File: src/logic/alarm_rearm_pkg.sv
package alarm_rearm_pkg;

  // ------------------------------------------------------------------
  // parameter store layout
  // ------------------------------------------------------------------
  localparam int             PARAM_W    = 16;
  localparam int             NUM_PARAMS = 10;
  localparam int             IDX_W      = 4;
  localparam int             NUM_ALARMS = 3;
  localparam int             TYPE_W     = 4;

  localparam logic [3:0]     IDX_ALM1_TYPE = 4'h0;
  localparam logic [3:0]     IDX_ALM2_TYPE = 4'h1;
  localparam logic [3:0]     IDX_ALM3_TYPE = 4'h2;
  localparam logic [3:0]     IDX_REARM_SEL = 4'h3;
  localparam logic [3:0]     IDX_RUN       = 4'h4;
  localparam logic [3:0]     IDX_PROG_NUM  = 4'h5;
  localparam logic [3:0]     IDX_SEG_SP    = 4'h6;
  localparam logic [3:0]     IDX_SHIFT     = 4'h7;
  localparam logic [3:0]     IDX_SHIFT_HI  = 4'h8;
  localparam logic [3:0]     IDX_SHIFT_LO  = 4'h9;

  // ------------------------------------------------------------------
  // default values
  // ------------------------------------------------------------------
  localparam logic [15:0]    DEF_ALM_TYPE  = 16'h0002;
  localparam logic [15:0]    DEF_REARM_SEL = 16'h0000;
  localparam logic [15:0]    DEF_RUN       = 16'h0000;
  localparam logic [15:0]    DEF_PROG_NUM  = 16'h0000;
  localparam logic [15:0]    DEF_OTHER     = 16'h0000;

  // ------------------------------------------------------------------
  // field codes
  // ------------------------------------------------------------------
  localparam logic           SEL_A       = 1'b0;
  localparam logic           SEL_B       = 1'b1;
  localparam logic           CMD_OFF     = 1'b0;
  localparam logic           CMD_RESTORE = 1'b1;
  localparam logic           RUN_RESET   = 1'b0;
  localparam logic           RUN_RUN     = 1'b1;

  localparam logic [3:0]     ALM_SB_5  = 4'h5;
  localparam logic [3:0]     ALM_SB_6  = 4'h6;
  localparam logic [3:0]     ALM_SB_7  = 4'h7;
  localparam logic [3:0]     ALM_SB_10 = 4'hA;
  localparam logic [3:0]     ALM_SB_11 = 4'hB;

  localparam logic [2:0]     LVL_OPERATION = 3'h0;
  localparam logic [2:0]     LVL_ADJUST    = 3'h1;
  localparam logic [2:0]     LVL_PROGRAM   = 3'h2;
  localparam logic [2:0]     LVL_INITIAL   = 3'h3;
  localparam logic [2:0]     LVL_COMMS     = 3'h4;
  localparam logic [2:0]     LVL_ADVANCED  = 3'h5;
  localparam logic [2:0]     LVL_CALIB     = 3'h6;
  localparam logic [2:0]     LVL_PROTECT   = 3'h7;

  typedef enum logic [0:0] {
    SEQ_IDLE  = 1'b0,
    SEQ_SWEEP = 1'b1
  } seq_state_t;

  function automatic logic [15:0] default_of(input logic [3:0] idx);
    logic [15:0] v;
    v = DEF_OTHER;
    if (idx == IDX_ALM1_TYPE || idx == IDX_ALM2_TYPE || idx == IDX_ALM3_TYPE)
      v = DEF_ALM_TYPE;
    else if (idx == IDX_REARM_SEL)
      v = DEF_REARM_SEL;
    else if (idx == IDX_RUN)
      v = DEF_RUN;
    else if (idx == IDX_PROG_NUM)
      v = DEF_PROG_NUM;
    return v;
  endfunction

  function automatic logic is_standby_type(input logic [3:0] t);
    return (t == ALM_SB_5) || (t == ALM_SB_6) || (t == ALM_SB_7) ||
           (t == ALM_SB_10) || (t == ALM_SB_11);
  endfunction

  function automatic logic is_setting_level(input logic [2:0] lvl);
    return (lvl == LVL_INITIAL) || (lvl == LVL_COMMS) ||
           (lvl == LVL_ADVANCED) || (lvl == LVL_CALIB);
  endfunction

endpackage

File: src/logic/restore_sequencer.sv
`timescale 1ns/1ps
module restore_sequencer
#(
  parameter int N     = 10,
  parameter int IDX_W = 4
)
(
  // clock and reset
  input  wire logic             clk_i,
  input  wire logic             rst_i,
  // control
  input  wire logic             start_i,
  output logic                  busy_o,
  output logic                  done_o,
  // store write port
  output logic                  wr_o,
  output logic [IDX_W-1:0]      idx_o
);

  localparam logic [IDX_W-1:0] LAST_IDX = IDX_W'(N - 1);

  alarm_rearm_pkg::seq_state_t state_reg;
  alarm_rearm_pkg::seq_state_t state_next;
  logic [IDX_W-1:0]            idx_reg;
  logic [IDX_W-1:0]            idx_next;
  logic                        done_reg;
  logic                        done_next;

  // ------------------------------------------------------------------
  // one default written per cycle
  // ------------------------------------------------------------------
  always_comb
  begin
    state_next = state_reg;
    idx_next   = idx_reg;
    done_next  = 1'b0;
    case (state_reg)
      alarm_rearm_pkg::SEQ_IDLE:
      begin
        if (start_i)
        begin
          state_next = alarm_rearm_pkg::SEQ_SWEEP;
          idx_next   = '0;
        end
      end
      alarm_rearm_pkg::SEQ_SWEEP:
      begin
        if (idx_reg == LAST_IDX)
        begin
          state_next = alarm_rearm_pkg::SEQ_IDLE;
          done_next  = 1'b1;
        end
        else
          idx_next = idx_reg + 1'b1;
      end
      default:
        state_next = alarm_rearm_pkg::SEQ_IDLE;
    endcase
  end

  always_ff @(posedge clk_i or posedge rst_i)
  begin
    if (rst_i)
    begin
      state_reg <= alarm_rearm_pkg::SEQ_IDLE;
      idx_reg   <= '0;
      done_reg  <= 1'b0;
    end
    else
    begin
      state_reg <= state_next;
      idx_reg   <= idx_next;
      done_reg  <= done_next;
    end
  end

  assign busy_o = (state_reg == alarm_rearm_pkg::SEQ_SWEEP);
  assign wr_o   = busy_o;
  assign idx_o  = idx_reg;
  assign done_o = done_reg;

endmodule // restore_sequencer

File: src/logic/standby_channel.sv
`timescale 1ns/1ps
module standby_channel
(
  // clock and reset
  input  wire logic clk_i,
  input  wire logic rst_i,
  // control
  input  wire logic standby_en_i,
  input  wire logic rearm_i,
  input  wire logic force_off_i,
  input  wire logic cond_i,
  // status
  output logic      armed_o,
  output logic      alarm_o
);

  logic armed_reg;
  logic armed_next;
  logic alarm_reg;
  logic alarm_next;

  // ------------------------------------------------------------------
  // standby: suppress until the value has once left the alarm region
  // ------------------------------------------------------------------
  always_comb
  begin
    armed_next = armed_reg;
    if (rearm_i)
      armed_next = 1'b1;
    else if (armed_reg && !cond_i)
      armed_next = 1'b0;
    alarm_next = cond_i;
    if (standby_en_i && armed_reg)
      alarm_next = 1'b0;
    if (force_off_i)
      alarm_next = 1'b0;
  end

  // power-up leaves the standby armed
  always_ff @(posedge clk_i or posedge rst_i)
  begin
    if (rst_i)
    begin
      armed_reg <= 1'b1;
      alarm_reg <= 1'b0;
    end
    else
    begin
      armed_reg <= armed_next;
      alarm_reg <= alarm_next;
    end
  end

  assign armed_o = armed_reg;
  assign alarm_o = alarm_reg;

endmodule // standby_channel

File: src/logic/alarm_standby_rearm_and_init.sv
`timescale 1ns/1ps
// Summary of operation
// - writing the restore choice to param_restore_cmd loads every stored setting with its default, off changes nothing and is the default.
// - when the restore sweep finishes param_restore_cmd returns to off by itself.
// - the standby sequence only acts on alarms 1 to 3 whose type is 5, 6, 7, 10 or 11.
// - standby_rearm_select picks event set A or the power-on-only set B as re-arm causes.
// - alarm outputs are forced off while in the initial, comms, advanced or calibration level.
// - under set A the standby re-arms at the start of operation, power-up included.
// - under set A a run/reset change from reset to run re-arms the standby.
// - under set A every program start, repeat or link included, re-arms the standby.
// - under set A every segment change, advance included, re-arms the standby.
// - under set A a change of program number re-arms the standby.
// - under set A a change of the current segment set point or fixed set point re-arms the standby.
// - under set A a change of any input shift value re-arms the standby.
module alarm_standby_rearm_and_init
#(
  parameter int NUM_ALARMS = alarm_rearm_pkg::NUM_ALARMS,
  parameter int NUM_PARAMS = alarm_rearm_pkg::NUM_PARAMS
)
(
  // clock and reset
  input  wire logic                 clk_i,
  input  wire logic                 rst_i,
  // setting writes and reads
  input  wire logic                 set_wr_i,
  input  wire logic [3:0]           set_idx_i,
  input  wire logic [15:0]          set_data_i,
  input  wire logic [3:0]           rd_idx_i,
  output logic      [15:0]          rd_data_o,
  // restore command
  input  wire logic                 cmd_wr_i,
  input  wire logic                 cmd_val_i,
  output logic                      param_restore_cmd_o,
  output logic                      init_busy_o,
  // operating events
  input  wire logic [2:0]           level_i,
  input  wire logic                 prog_start_i,
  input  wire logic                 seg_change_i,
  // alarms
  input  wire logic [NUM_ALARMS-1:0] alarm_cond_i,
  output logic      [NUM_ALARMS-1:0] alarm_o,
  output logic      [NUM_ALARMS-1:0] standby_armed_o
);

  // ------------------------------------------------------------------
  // declarations
  // ------------------------------------------------------------------
  logic [15:0]           param_reg [NUM_PARAMS];
  logic [15:0]           param_next [NUM_PARAMS];
  logic                  cmd_reg;
  logic                  cmd_next;
  logic                  pwr_reg;
  logic                  rearm_reg;
  logic                  rearm_next;
  logic [15:0]           rd_reg;
  logic [15:0]           rd_next;
  logic                  busy_reg;
  logic                  seq_start;
  logic                  seq_busy;
  logic                  seq_done;
  logic                  seq_wr;
  logic [3:0]            seq_idx;
  logic                  wr_en;
  logic [3:0]            wr_idx;
  logic [15:0]           wr_data;
  logic                  changed;
  logic                  run_start;
  logic                  sp_chg;
  logic                  shift_chg;
  logic                  prog_chg;
  logic                  sel_a;
  logic                  force_off;
  logic [NUM_ALARMS-1:0] standby_en;

  // ------------------------------------------------------------------
  // restore command
  // ------------------------------------------------------------------
  assign seq_start = cmd_wr_i && (cmd_val_i == alarm_rearm_pkg::CMD_RESTORE) &&
                     !cmd_reg && !seq_busy;

  always_comb
  begin
    cmd_next = cmd_reg;
    if (seq_start)
      cmd_next = alarm_rearm_pkg::CMD_RESTORE;
    else if (seq_done)
      cmd_next = alarm_rearm_pkg::CMD_OFF;
  end

  restore_sequencer
  #(
    .N     (NUM_PARAMS),
    .IDX_W (alarm_rearm_pkg::IDX_W)
  )
  u_seq
  (
    .clk_i   (clk_i),
    .rst_i   (rst_i),
    .start_i (seq_start),
    .busy_o  (seq_busy),
    .done_o  (seq_done),
    .wr_o    (seq_wr),
    .idx_o   (seq_idx)
  );

  // ------------------------------------------------------------------
  // parameter store
  // ------------------------------------------------------------------
  // host writes are dropped while a restore is pending or running
  always_comb
  begin
    wr_en   = set_wr_i && !cmd_reg && !seq_busy;
    wr_idx  = set_idx_i;
    wr_data = set_data_i;
    if (seq_wr)
    begin
      wr_en   = 1'b1;
      wr_idx  = seq_idx;
      wr_data = alarm_rearm_pkg::default_of(seq_idx);
    end
  end

  always_comb
  begin
    for (int i = 0; i < NUM_PARAMS; i++)
      param_next[i] = param_reg[i];
    if (wr_en && (int'(wr_idx) < NUM_PARAMS))
      param_next[wr_idx] = wr_data;
    rd_next = 16'h0000;
    if (int'(rd_idx_i) < NUM_PARAMS)
      rd_next = param_reg[rd_idx_i];
  end

  // ------------------------------------------------------------------
  // re-arm events
  // ------------------------------------------------------------------
  always_comb
  begin
    changed   = wr_en && (int'(wr_idx) < NUM_PARAMS) && (param_reg[wr_idx] != wr_data);
    run_start = changed && (wr_idx == alarm_rearm_pkg::IDX_RUN) &&
                (wr_data[0] == alarm_rearm_pkg::RUN_RUN) &&
                (param_reg[alarm_rearm_pkg::IDX_RUN][0] == alarm_rearm_pkg::RUN_RESET);
    prog_chg  = changed && (wr_idx == alarm_rearm_pkg::IDX_PROG_NUM);
    sp_chg    = changed && (wr_idx == alarm_rearm_pkg::IDX_SEG_SP);
    shift_chg = changed && ((wr_idx == alarm_rearm_pkg::IDX_SHIFT) ||
                            (wr_idx == alarm_rearm_pkg::IDX_SHIFT_HI) ||
                            (wr_idx == alarm_rearm_pkg::IDX_SHIFT_LO));
    sel_a     = (param_reg[alarm_rearm_pkg::IDX_REARM_SEL][0] == alarm_rearm_pkg::SEL_A);
    // set B: only the power-up reset value of each channel re-arms it
    rearm_next = sel_a && (pwr_reg || run_start || prog_start_i || seg_change_i ||
                           prog_chg || sp_chg || shift_chg);
  end

  assign force_off = alarm_rearm_pkg::is_setting_level(level_i);

  always_ff @(posedge clk_i or posedge rst_i)
  begin
    if (rst_i)
    begin
      for (int i = 0; i < NUM_PARAMS; i++)
        param_reg[i] <= 16'h0000;
      cmd_reg   <= alarm_rearm_pkg::CMD_OFF;
      pwr_reg   <= 1'b1;
      rearm_reg <= 1'b0;
      rd_reg    <= 16'h0000;
      busy_reg  <= 1'b0;
    end
    else
    begin
      // first clocked cycle loads defaults, standing in for power-on
      for (int i = 0; i < NUM_PARAMS; i++)
        param_reg[i] <= pwr_reg ? alarm_rearm_pkg::default_of(4'(i)) : param_next[i];
      cmd_reg   <= cmd_next;
      pwr_reg   <= 1'b0;
      rearm_reg <= rearm_next;
      rd_reg    <= rd_next;
      busy_reg  <= seq_busy || seq_start;
    end
  end

  // ------------------------------------------------------------------
  // alarm channels
  // ------------------------------------------------------------------
  for (genvar k = 0; k < NUM_ALARMS; k++)
  begin : g_alarm
    assign standby_en[k] = alarm_rearm_pkg::is_standby_type(
                             param_reg[alarm_rearm_pkg::IDX_ALM1_TYPE + 4'(k)][3:0]);

    standby_channel u_chan
    (
      .clk_i        (clk_i),
      .rst_i        (rst_i),
      .standby_en_i (standby_en[k]),
      .rearm_i      (rearm_reg),
      .force_off_i  (force_off),
      .cond_i       (alarm_cond_i[k]),
      .armed_o      (standby_armed_o[k]),
      .alarm_o      (alarm_o[k])
    );
  end

  assign param_restore_cmd_o = cmd_reg;
  assign init_busy_o         = busy_reg;
  assign rd_data_o           = rd_reg;
endmodule // alarm_standby_rearm_and_init

File: config.mk
export PLATFORM = sky130hd
export DESIGN_NAME = alarm_standby_rearm_and_init
export DESIGN_NICKNAME = d
export VERILOG_FILES = /design/src/logic/alarm_rearm_pkg.sv /design/src/logic/restore_sequencer.sv /design/src/logic/standby_channel.sv /design/src/logic/alarm_standby_rearm_and_init.sv
export SDC_FILE = /design/constraint.sdc
export NUM_CORES = 1
export LEC_CHECK = 0
export BUFFER_PORTS_ARGS = -buffer_cell sky130_fd_sc_hd__buf_4
export CELL_PAD_IN_SITES_DETAIL_PLACEMENT = 1
export CELL_PAD_IN_SITES_GLOBAL_PLACEMENT = 1
export CORE_MARGIN = 1.5
export CORE_UTILIZATION = 50
export CTS_CLUSTER_SIZE = 40
export DETAILED_ROUTE_END_ITERATION = 10
export PLACE_DENSITY = 0.89
export RECOVER_POWER = 50
export SETUP_SLACK_MARGIN = 0.05
export SYNTH_ARGS = -nofsm -noshare
export SYNTH_HDL_FRONTEND = slang
export SYNTH_HIERARCHICAL = 1
export SYNTH_SLANG_ARGS = --single-unit
File: constraint.sdc
create_clock -name clk_i -period 11.4 [get_ports clk_i]
set_input_delay 1.71 -clock clk_i [delete_from_list [all_inputs] [get_ports clk_i]]
set_output_delay 1.71 -clock clk_i [all_outputs]
set_load 0.05 [all_outputs]
==> results of run 1 <==
[stage by stage]
stage          cell area, sq um  total power, mW  util, %  hold WS (ps)  instances
6_report                  11800             2.53     55.9           538       1396
3_3_place_gp              11300             1.84     53.6           490       1364
3_5_place_dp              11300             1.87     53.6           513       1364
2_1_floorplan             10800             1.55        -           454       1098
5_1_grt                   11800             2.61     55.9           550       1396
4_1_cts                   11900             2.49     56.4           540       1396
[layout make-up]
type	instances	area share, %
multi-input combinational	807	46.7
sequential	192	40.8
timing repair buffer	75	4.01
clock buffer	18	3.64
tap	275	2.92
clock inverter	14	1.40
inverter	15	0.488
[cell usage in the layout, fill, tap and decap left out, types with 3 or more instances in the layout]
cell type  Yosys  layout
a211o_1        3       3
a211oi_1       8       8
a211oi_2       3       3
a21o_1         6       6
a21oi_1       89      89
a221oi_1      16      16
a22oi_1        3       3
a32oi_1       13      13
buf_4          4      48
clkbuf_1      61      25
clkbuf_16      0      17
clkbuf_4       0       3
dfrtp_1      188     188
dfstp_2        4       3
inv_1         14      13
inv_6          0       5
inv_8          0       3
mux2_2        20      20
mux2i_1       44      44
mux4_2        43      43
nand2_1      220     220
nand2b_1       4       4
nand3_1       23      23
nand3b_1      85      85
nand4_1        5       5
nor2_1        37      37
nor2b_1        7       7
nor3_1        11      11
nor4_2         3       3
o21ai_0      106     106
xnor2_1        8       8
xor2_1         3       3
[critical path, stage by stage]
cell	delay, ps
clkbuf_1	140
clkinvlp_2	1430
clkbuf_1	2740
[routing by layer]
metal  vias to the layer above  global-route usage [%]  share of wire [%]
met4                         0                    19.4                5.0
li1                       3990                       -                  -
met3                       151                    6.86                8.6
met5                         -                       0                  0
met1                      4926                    45.5                 38
met2                       595                    57.6                 48
[cells by family after synthesis]
group                    share of synthesized area, %
AO/OA/AOI/OAI                                    15.3
AND/OR/NAND/NOR                                  18.9
flip-flops                                       44.7
buffers and inverters                            4.10
XOR/XNOR                                        0.895
adder cells (fa/ha/maj)                         0.232
other                                          0.0348
multiplexers                                     15.9
[worst paths after layout]
path / from / endpoint / depth (start not counted)
max: rst_i / param_reg[141] / 3
min: u_seq/done_o / param_restore_cmd_o / 2
max reg2reg: u_seq/busy_o / param_reg[133] / 6
min reg2reg: u_seq/done_o / param_restore_cmd_o / 2
max in group clk_i: u_seq/busy_o / param_reg[133] / 6
min in group asynchronous: rst_i / g_alarm[1].u_chan/alarm_o / 2
[power by group through the flow]
stage               clock network, mW  registers [mW]  logic, mW
floorplan                           0           0.839      0.711
global placement                    0           0.847      0.988
detailed placement                  0           0.854       1.02
CTS                             0.621           0.842       1.03
global route                    0.649           0.854       1.11
finish                          0.623           0.846       1.06
==> qor.yml, run 1 <==
grt:
  grt_max_degree: 83
  overflow: 0
  grt_pass1_wl_um: 60000
  antenna_found_initial: 0
  grt_use_total_pct: 35.7
  first_global_vias: 10281
clock_network:
  cts_inserted_buffers: 17
  cts_tree: "done"
  cts-htree-levels: 4
  clk_pin_slew_worst_paths_ps: 80
  clk_latency_ps: 460
  cts_resized: 0
  cts-root-buf: "clkbuf_16"
  ctsLongestPathBuffers: 2
  clock-sinks: 192
  cts_setup_buffers: 0
  hold_buffers: 0
cells_and_area:
  drive_gt1_share_pct: 15.3
  largest_register_ffs: 160
  multiInputGateArea_sq_um: 5510
  seqCellArea_sq_um: 4810
  nets: 1147
  fill_cells: 2328
  area_growth_pct: 9.58
  diodes: 0
synthesis:
  synth_area_per_cell_sq_um: 9.80
  ys_seq_area_share_pct: 44.7
  ys_seq_elements: 192
  post-synth-top-count-cell: "nand2_1"
  async_flop_share_pct: 100
  yosys.area.top_type_share_pct: 43.7
  yosys_warnings: 6
  synth_cells: 1098
  synth_flop_cell: "dfrtp_1"
  ys_top_cells_by_area: "dfrtp_1 (44%), mux4_2 (9.0%), nand2_1 (7.7%)"
  syn-num-nets: 1137
  synth_cell_types: 67
  syn-cell-area_sq_um: 10800
  synth_edf_count: 0
  synth_common_cells: "nand2_1 (220), dfrtp_1 (188), o21ai_0 (106)"
  synth_top_cell_by_area: "dfrtp_1"
timing:
  slew_headroom_pct: -153
  max_freq_ghz: 0.156
  hold_viol: 0
  rsz0062_at_grt: "false"
  worst_pin_slew_ps: 3790
  setup_ws_ps: 4980
  period_needed_ps: 6420
  fin_crit_sh_pct: 56.3
  finalMaxSlewViolations: 229
  setup_viol: 0
  setup_tns_ps: 0
  fin_worst_skew_ps: 13.8
critical_path:
  crit_fanout: 67
  worstSetupPathType: "input port to asynchronous set/reset pin"
  cp.required_ps: 11090
  endpoint_kind: "asynchronous set/reset pin"
  critPathLaunchType: "input port"
  arrival_ps: 6100
  rrSetupSlack_ps: 6500
run_status:
  outcome: "finished, violations left"
  violations: "capacitance limit, slew limit"
pwr:
  intPower_mw: 1.38
  combPwrFrac_pct: 41.9
  p_seq_share_pct: 33.5
  power_density_nw_per_um2: 214
  irDropWorstVdd_mv: 0.135
  leakage_nw: 4.73
  swShare_pct: 45.4
  p_switching_mw: 1.15
  clock_power_share_pct: 24.6
routing:
  drc: 0
  wl_per_cell_um: 27.3
  dr.pass1.iters: 5
  vias_per_cell: 6.92
  dr.first_iter.drc_count: 1031
  final_antenna_net_count: 0
  vias: 9662
  wl_um: 38100
placement:
  pre_cts_ws_ps: 6620
  io_buffers: 60
  routabilityCongestion: 0.941
  dpl.hpwl_um: 23700
die:
  core_area_sq_um: 21100
  die_y_um: 150
  core.rowCount: 53
  dieArea_sq_um: 22400
  fp.dieW_um: 150
  start_util_pct: 51.1
  ios: 61
run:
  max_cap_viol_count: 4
min_path:
  min_path_type: "flop to flop"
(Power assumes the default switching activity.)
==> run 2: changes to the inputs <==
Settings changed: CORE_UTILIZATION 50 to 49, PLACE_DENSITY 0.89 to 0.88.
Clock period 11.4 ns to 6.5 ns, I/O delays scaled along.
==> qor.yml, run 2 (synthesis gave the netlist of run 1 again) <==
cells_and_area:
  diodes: 0
  layout_common_cells: "nand2_1 (220), dfrtp_1 (188), o21ai_0 (106)"
  final_common_cell: "nand2_1"
  drive_gt1_share_pct: 15.6
  nets: 1151
  area_growth_pct: 9.61
  fin_util_pct: 54.4
  largest_register_ffs: 160
pwr:
  irDropWorstVdd_mv: 0.213
  leakage_nw: 4.73
  power_density_nw_per_um2: 374
  power_mw: 4.41
timing:
  finalMaxSlewViolations: 175
  setup_tns_ps: 0
  slew_headroom_pct: -74.0
  period_needed_ps: 4810
  fin_crit_sh_pct: 74.0
  rsz0062_at_grt: "false"
  fin_worst_skew_ps: 20.9
  hold_viol: 0
  worst_pin_slew_ps: 2600
  max_freq_ghz: 0.208
  timing.hold.ws_ps: 422
  setup_viol: 0
grt:
  grt_max_degree: 91
  grt_use_met1_pct: 44.7
  overflow: 0
  grtUsageMet2_pct: 55.9
  grt_use_total_pct: 35.7
  grt_use_met3_pct: 8.95
  grt_pass1_wl_um: 60000
  first_global_vias: 10407
  top_usage_layer: "met2"
  antenna_found_initial: 0
critical_path:
  critPathLaunch: "u_seq/busy_o"
  critPathLaunchType: "flop"
  endpoint_kind: "flop"
  worstSetupEndpoint: "rearm_reg"
  rrSetupSlack_ps: 1690
  arrival_ps: 5120
  crit-reg2reg-launch: "u_seq/busy_o"
  worstSetupPathType: "flop to flop"
  cp.required_ps: 6820
  reg2reg_depth: 8
  crit_fanout: 43
  r2r-end: "rearm_reg"
placement:
  io_buffers: 60
  dpl.hpwl_um: 23600
  routabilityCongestion: 0.929
routing:
  drc: 0
  dr.pass1.iters: 5
  final_antenna_net_count: 0
  dr.first_iter.drc_count: 1016
  wl_um: 38600
  wl_per_cell_um: 27.5
  vias_per_cell: 6.89
  vias: 9684
die:
  fp.dieW_um: 151
  start_util_pct: 49.6
  core.rowCount: 54
  ios: 61
  dieArea_sq_um: 22900
  core_area_sq_um: 21700
  die_y_um: 151
run_status:
  outcome: "finished, violations left"
  violations: "capacitance limit, slew limit"
clock_network:
  cts-root-buf: "clkbuf_16"
  cts_resized: 0
  cts_inserted_buffers: 17
  cts_setup_buffers: 0
  clk_pin_slew_worst_paths_ps: 90
  cts-htree-levels: 4
  clock-sinks: 192
  cts_tree: "done"
  hold_buffers: 0
  ctsLongestPathBuffers: 2
  clk_latency_ps: 470
run:
  max_cap_viol_count: 3
min_path:
  min_path_type: "input port to asynchronous set/reset pin"
run 2: cell count changes in the layout (fill, tap and decap cells not counted), sizes merged:
| cell | change |
|---|---|
| buf | +5 |
| bufinv | -1 |
| clkinvlp | +1 |
| inv | -1 |
run 2: layout make-up:
class | instances | area, sq um
Clock inverter | 13 | 121
Clock buffer | 19 | 433
Multi-Input combinational cell | 807 | 5520
Timing Repair Buffer | 79 | 504
Sequential cell | 192 | 4810
Inverter | 15 | 57.6
Fill cell | 2388 | 9890
Tap cell | 280 | 350
run 2: critical path: stages (launching register included):
cell and delay (ps):
dfrtp_1 1500, mux2i_4 710, buf_4 550, mux4_2 580
a2111oi_2 640, nand3b_1 170, nor3_1 190, o311a_1 210
a31oi_1 70
run 2: metal layers:
layer | vias up | part of all wire, %
li1 | 3996 | -
met1 | 4955 | 39
met2 | 578 | 48
met3 | 155 | 8.6
met4 | 0 | 5.3
met5 | - | 0
run 2: through the flow:
step           cell area [sq um]  worst slack (ps)  cells
2_1_floorplan              10800               640   1098
3_3_place_gp               11300              2600   1373
3_5_place_dp               11300              2350   1373
4_1_cts                    11900              2330   1405
5_1_grt                    11800              1520   1405
6_report                   11800              1690   1405
run 2: how the worst min path moves through the flow:
stage | start | endpoint | cells past startpoint
2_1_floorplan | rearm_reg | g_alarm[0].u_chan/armed_o | 1
3_3_place_gp | param_reg[22] | param_reg[22] | 2
3_5_place_dp | param_reg[22] | param_reg[22] | 2
4_1_cts | rst_i | g_alarm[2].u_chan/alarm_o | 2
5_1_grt | rst_i | g_alarm[2].u_chan/alarm_o | 2
6_report | rst_i | g_alarm[2].u_chan/alarm_o | 2
run 2: where the power goes:
group	internal [mW]	switching, mW	leakage (nW)
clock network	0.506	0.536	0.266
logic	0.572	1.32	1.85
registers	1.30	0.174	2.61
total	2.38	2.03	4.73
==> run 3: changes to the inputs <==
Clock period 6.5 ns to 4.9 ns, I/O delays scaled along.
==> qor.yml, run 3 (synthesis gave the netlist of run 1 again) <==
run_status:
  outcome: "finished, violations left"
  violations: "capacitance limit, slew limit"
critical_path:
  critPathLaunchType: "flop"
  crit_fanout: 33
  reg2reg_depth: 8
  cp.required_ps: 5210
  r2r-end: "rearm_reg"
  crit-reg2reg-launch: "u_seq/busy_o"
  arrival_ps: 4280
  endpoint_kind: "flop"
  worstSetupPathType: "flop to flop"
  rrSetupSlack_ps: 930
timing:
  hold_viol: 0
  finalMaxSlewViolations: 181
  setup_tns_ps: 0
  max_freq_ghz: 0.252
  fin_crit_sh_pct: 81.1
  worst_pin_slew_ps: 2620
  fin_worst_skew_ps: 13.5
  period_needed_ps: 3970
  slew_headroom_pct: -74.9
  rsz0062_at_grt: "false"
  setup_viol: 0
  timing.hold.ws_ps: 253
clock_network:
  cts_tree: "done"
  clk_pin_slew_worst_paths_ps: 70
  clk_latency_ps: 460
  clock-sinks: 192
  hold_buffers: 0
  cts_resized: 0
  cts_inserted_buffers: 17
  cts-root-buf: "clkbuf_16"
  cts-htree-levels: 4
  cts_setup_buffers: 0
  ctsLongestPathBuffers: 2
routing:
  wl_um: 37900
  dr.pass1.iters: 5
  wl_per_cell_um: 26.9
  final_antenna_net_count: 0
  dr.first_iter.drc_count: 904
  drc: 0
  vias: 9643
  vias_per_cell: 6.84
grt:
  grt_use_total_pct: 34.9
  grt_use_met1_pct: 44.2
  grt_pass1_wl_um: 59200
  top_usage_layer: "met2"
  grt_max_degree: 181
  overflow: 0
  grt_use_met3_pct: 6.57
  grtUsageMet2_pct: 56.6
  first_global_vias: 10105
  antenna_found_initial: 0
cells_and_area:
  fin_util_pct: 55.3
  nets: 1155
  layout_common_cells: "nand2_1 (220), dfrtp_1 (187), o21ai_0 (106)"
  fill_cells: 2407
  area_growth_pct: 11.5
  drive_gt1_share_pct: 17.7
  largest_register_ffs: 160
  final_common_cell: "nand2_1"
  diodes: 0
pwr:
  clock_power_share_pct: 25.9
  p_seq_share_pct: 32.2
  intPower_mw: 3.40
  power_density_nw_per_um2: 504
  irDropWorstVdd_mv: 0.303
  p_switching_mw: 2.65
  combPwrFrac_pct: 41.8
  leakage_nw: 4.87
  swShare_pct: 43.8
die:
  dieArea_sq_um: 22900
  fp.dieW_um: 151
  core_area_sq_um: 21700
  ios: 61
  start_util_pct: 49.6
  die_y_um: 151
  core.rowCount: 54
placement:
  routabilityCongestion: 0.956
  dpl.hpwl_um: 24600
  io_buffers: 60
min_path:
  min_path_type: "input port to asynchronous set/reset pin"
run:
  max_cap_viol_count: 1
[run 3: critical path, stage by stage (launching register included)]
cell	delay, ps
dfrtp_2	810
mux2i_4	890
buf_4	540
mux4_2	380
a22o_1	270
or4_1	490
o211ai_1	140
o311a_1	190
a31oi_1	80
[run 3: routing by layer]
layer	wire length, um	vias up
met4	2000	0
met1	14600	4939
met2	18100	546
met5	0	-
met3	3170	164
li1	-	3994
[run 3: worst max path at each step]
| stage | from | end | slack [ps] | depth (start not counted) |
|---|---|---|---|---|
| after global routing | u_seq/busy_o | rearm_reg | 730 | 8 |
| after CTS | u_seq/busy_o | rearm_reg | 960 | 8 |
| after detailed placement | u_seq/busy_o | rearm_reg | 990 | 8 |
| final | u_seq/busy_o | rearm_reg | 930 | 8 |
| after global placement | u_seq/busy_o | rearm_reg | 1110 | 8 |
| after floorplan | rst_i | init_busy_o | 1860 | 1 |
[run 3: power groups by stage]
stage	clock (mW)	sequential (mW)	combinational [mW]
detailed placement	0	1.97	2.45
global placement	0	1.96	2.37
global route	1.63	1.97	2.63
floorplan	0	1.95	1.65
finish	1.57	1.95	2.53
CTS	1.57	1.94	2.47
[run 3: per-stage QoR]
stage	setup slack (ps)	std cells	area [sq um]	total power, mW
after global routing	734	1409	12000	6.23
after global placement	1110	1377	11400	4.33
final	928	1409	12000	6.04
after CTS	963	1409	12000	5.97
after floorplan	1860	1098	10800	3.61
after detailed placement	985	1377	11400	4.42
[run 3: area by class of cell]
class	count	area, sq um	area share (%)
clock buffer	19	443	3.69
clock inverter	13	196	1.64
inverter	15	60.1	0.500
multi-input combinational	807	5520	46.0
sequential	192	4810	40.1
tap	280	350	2.92
timing repair buffer	83	616	5.13
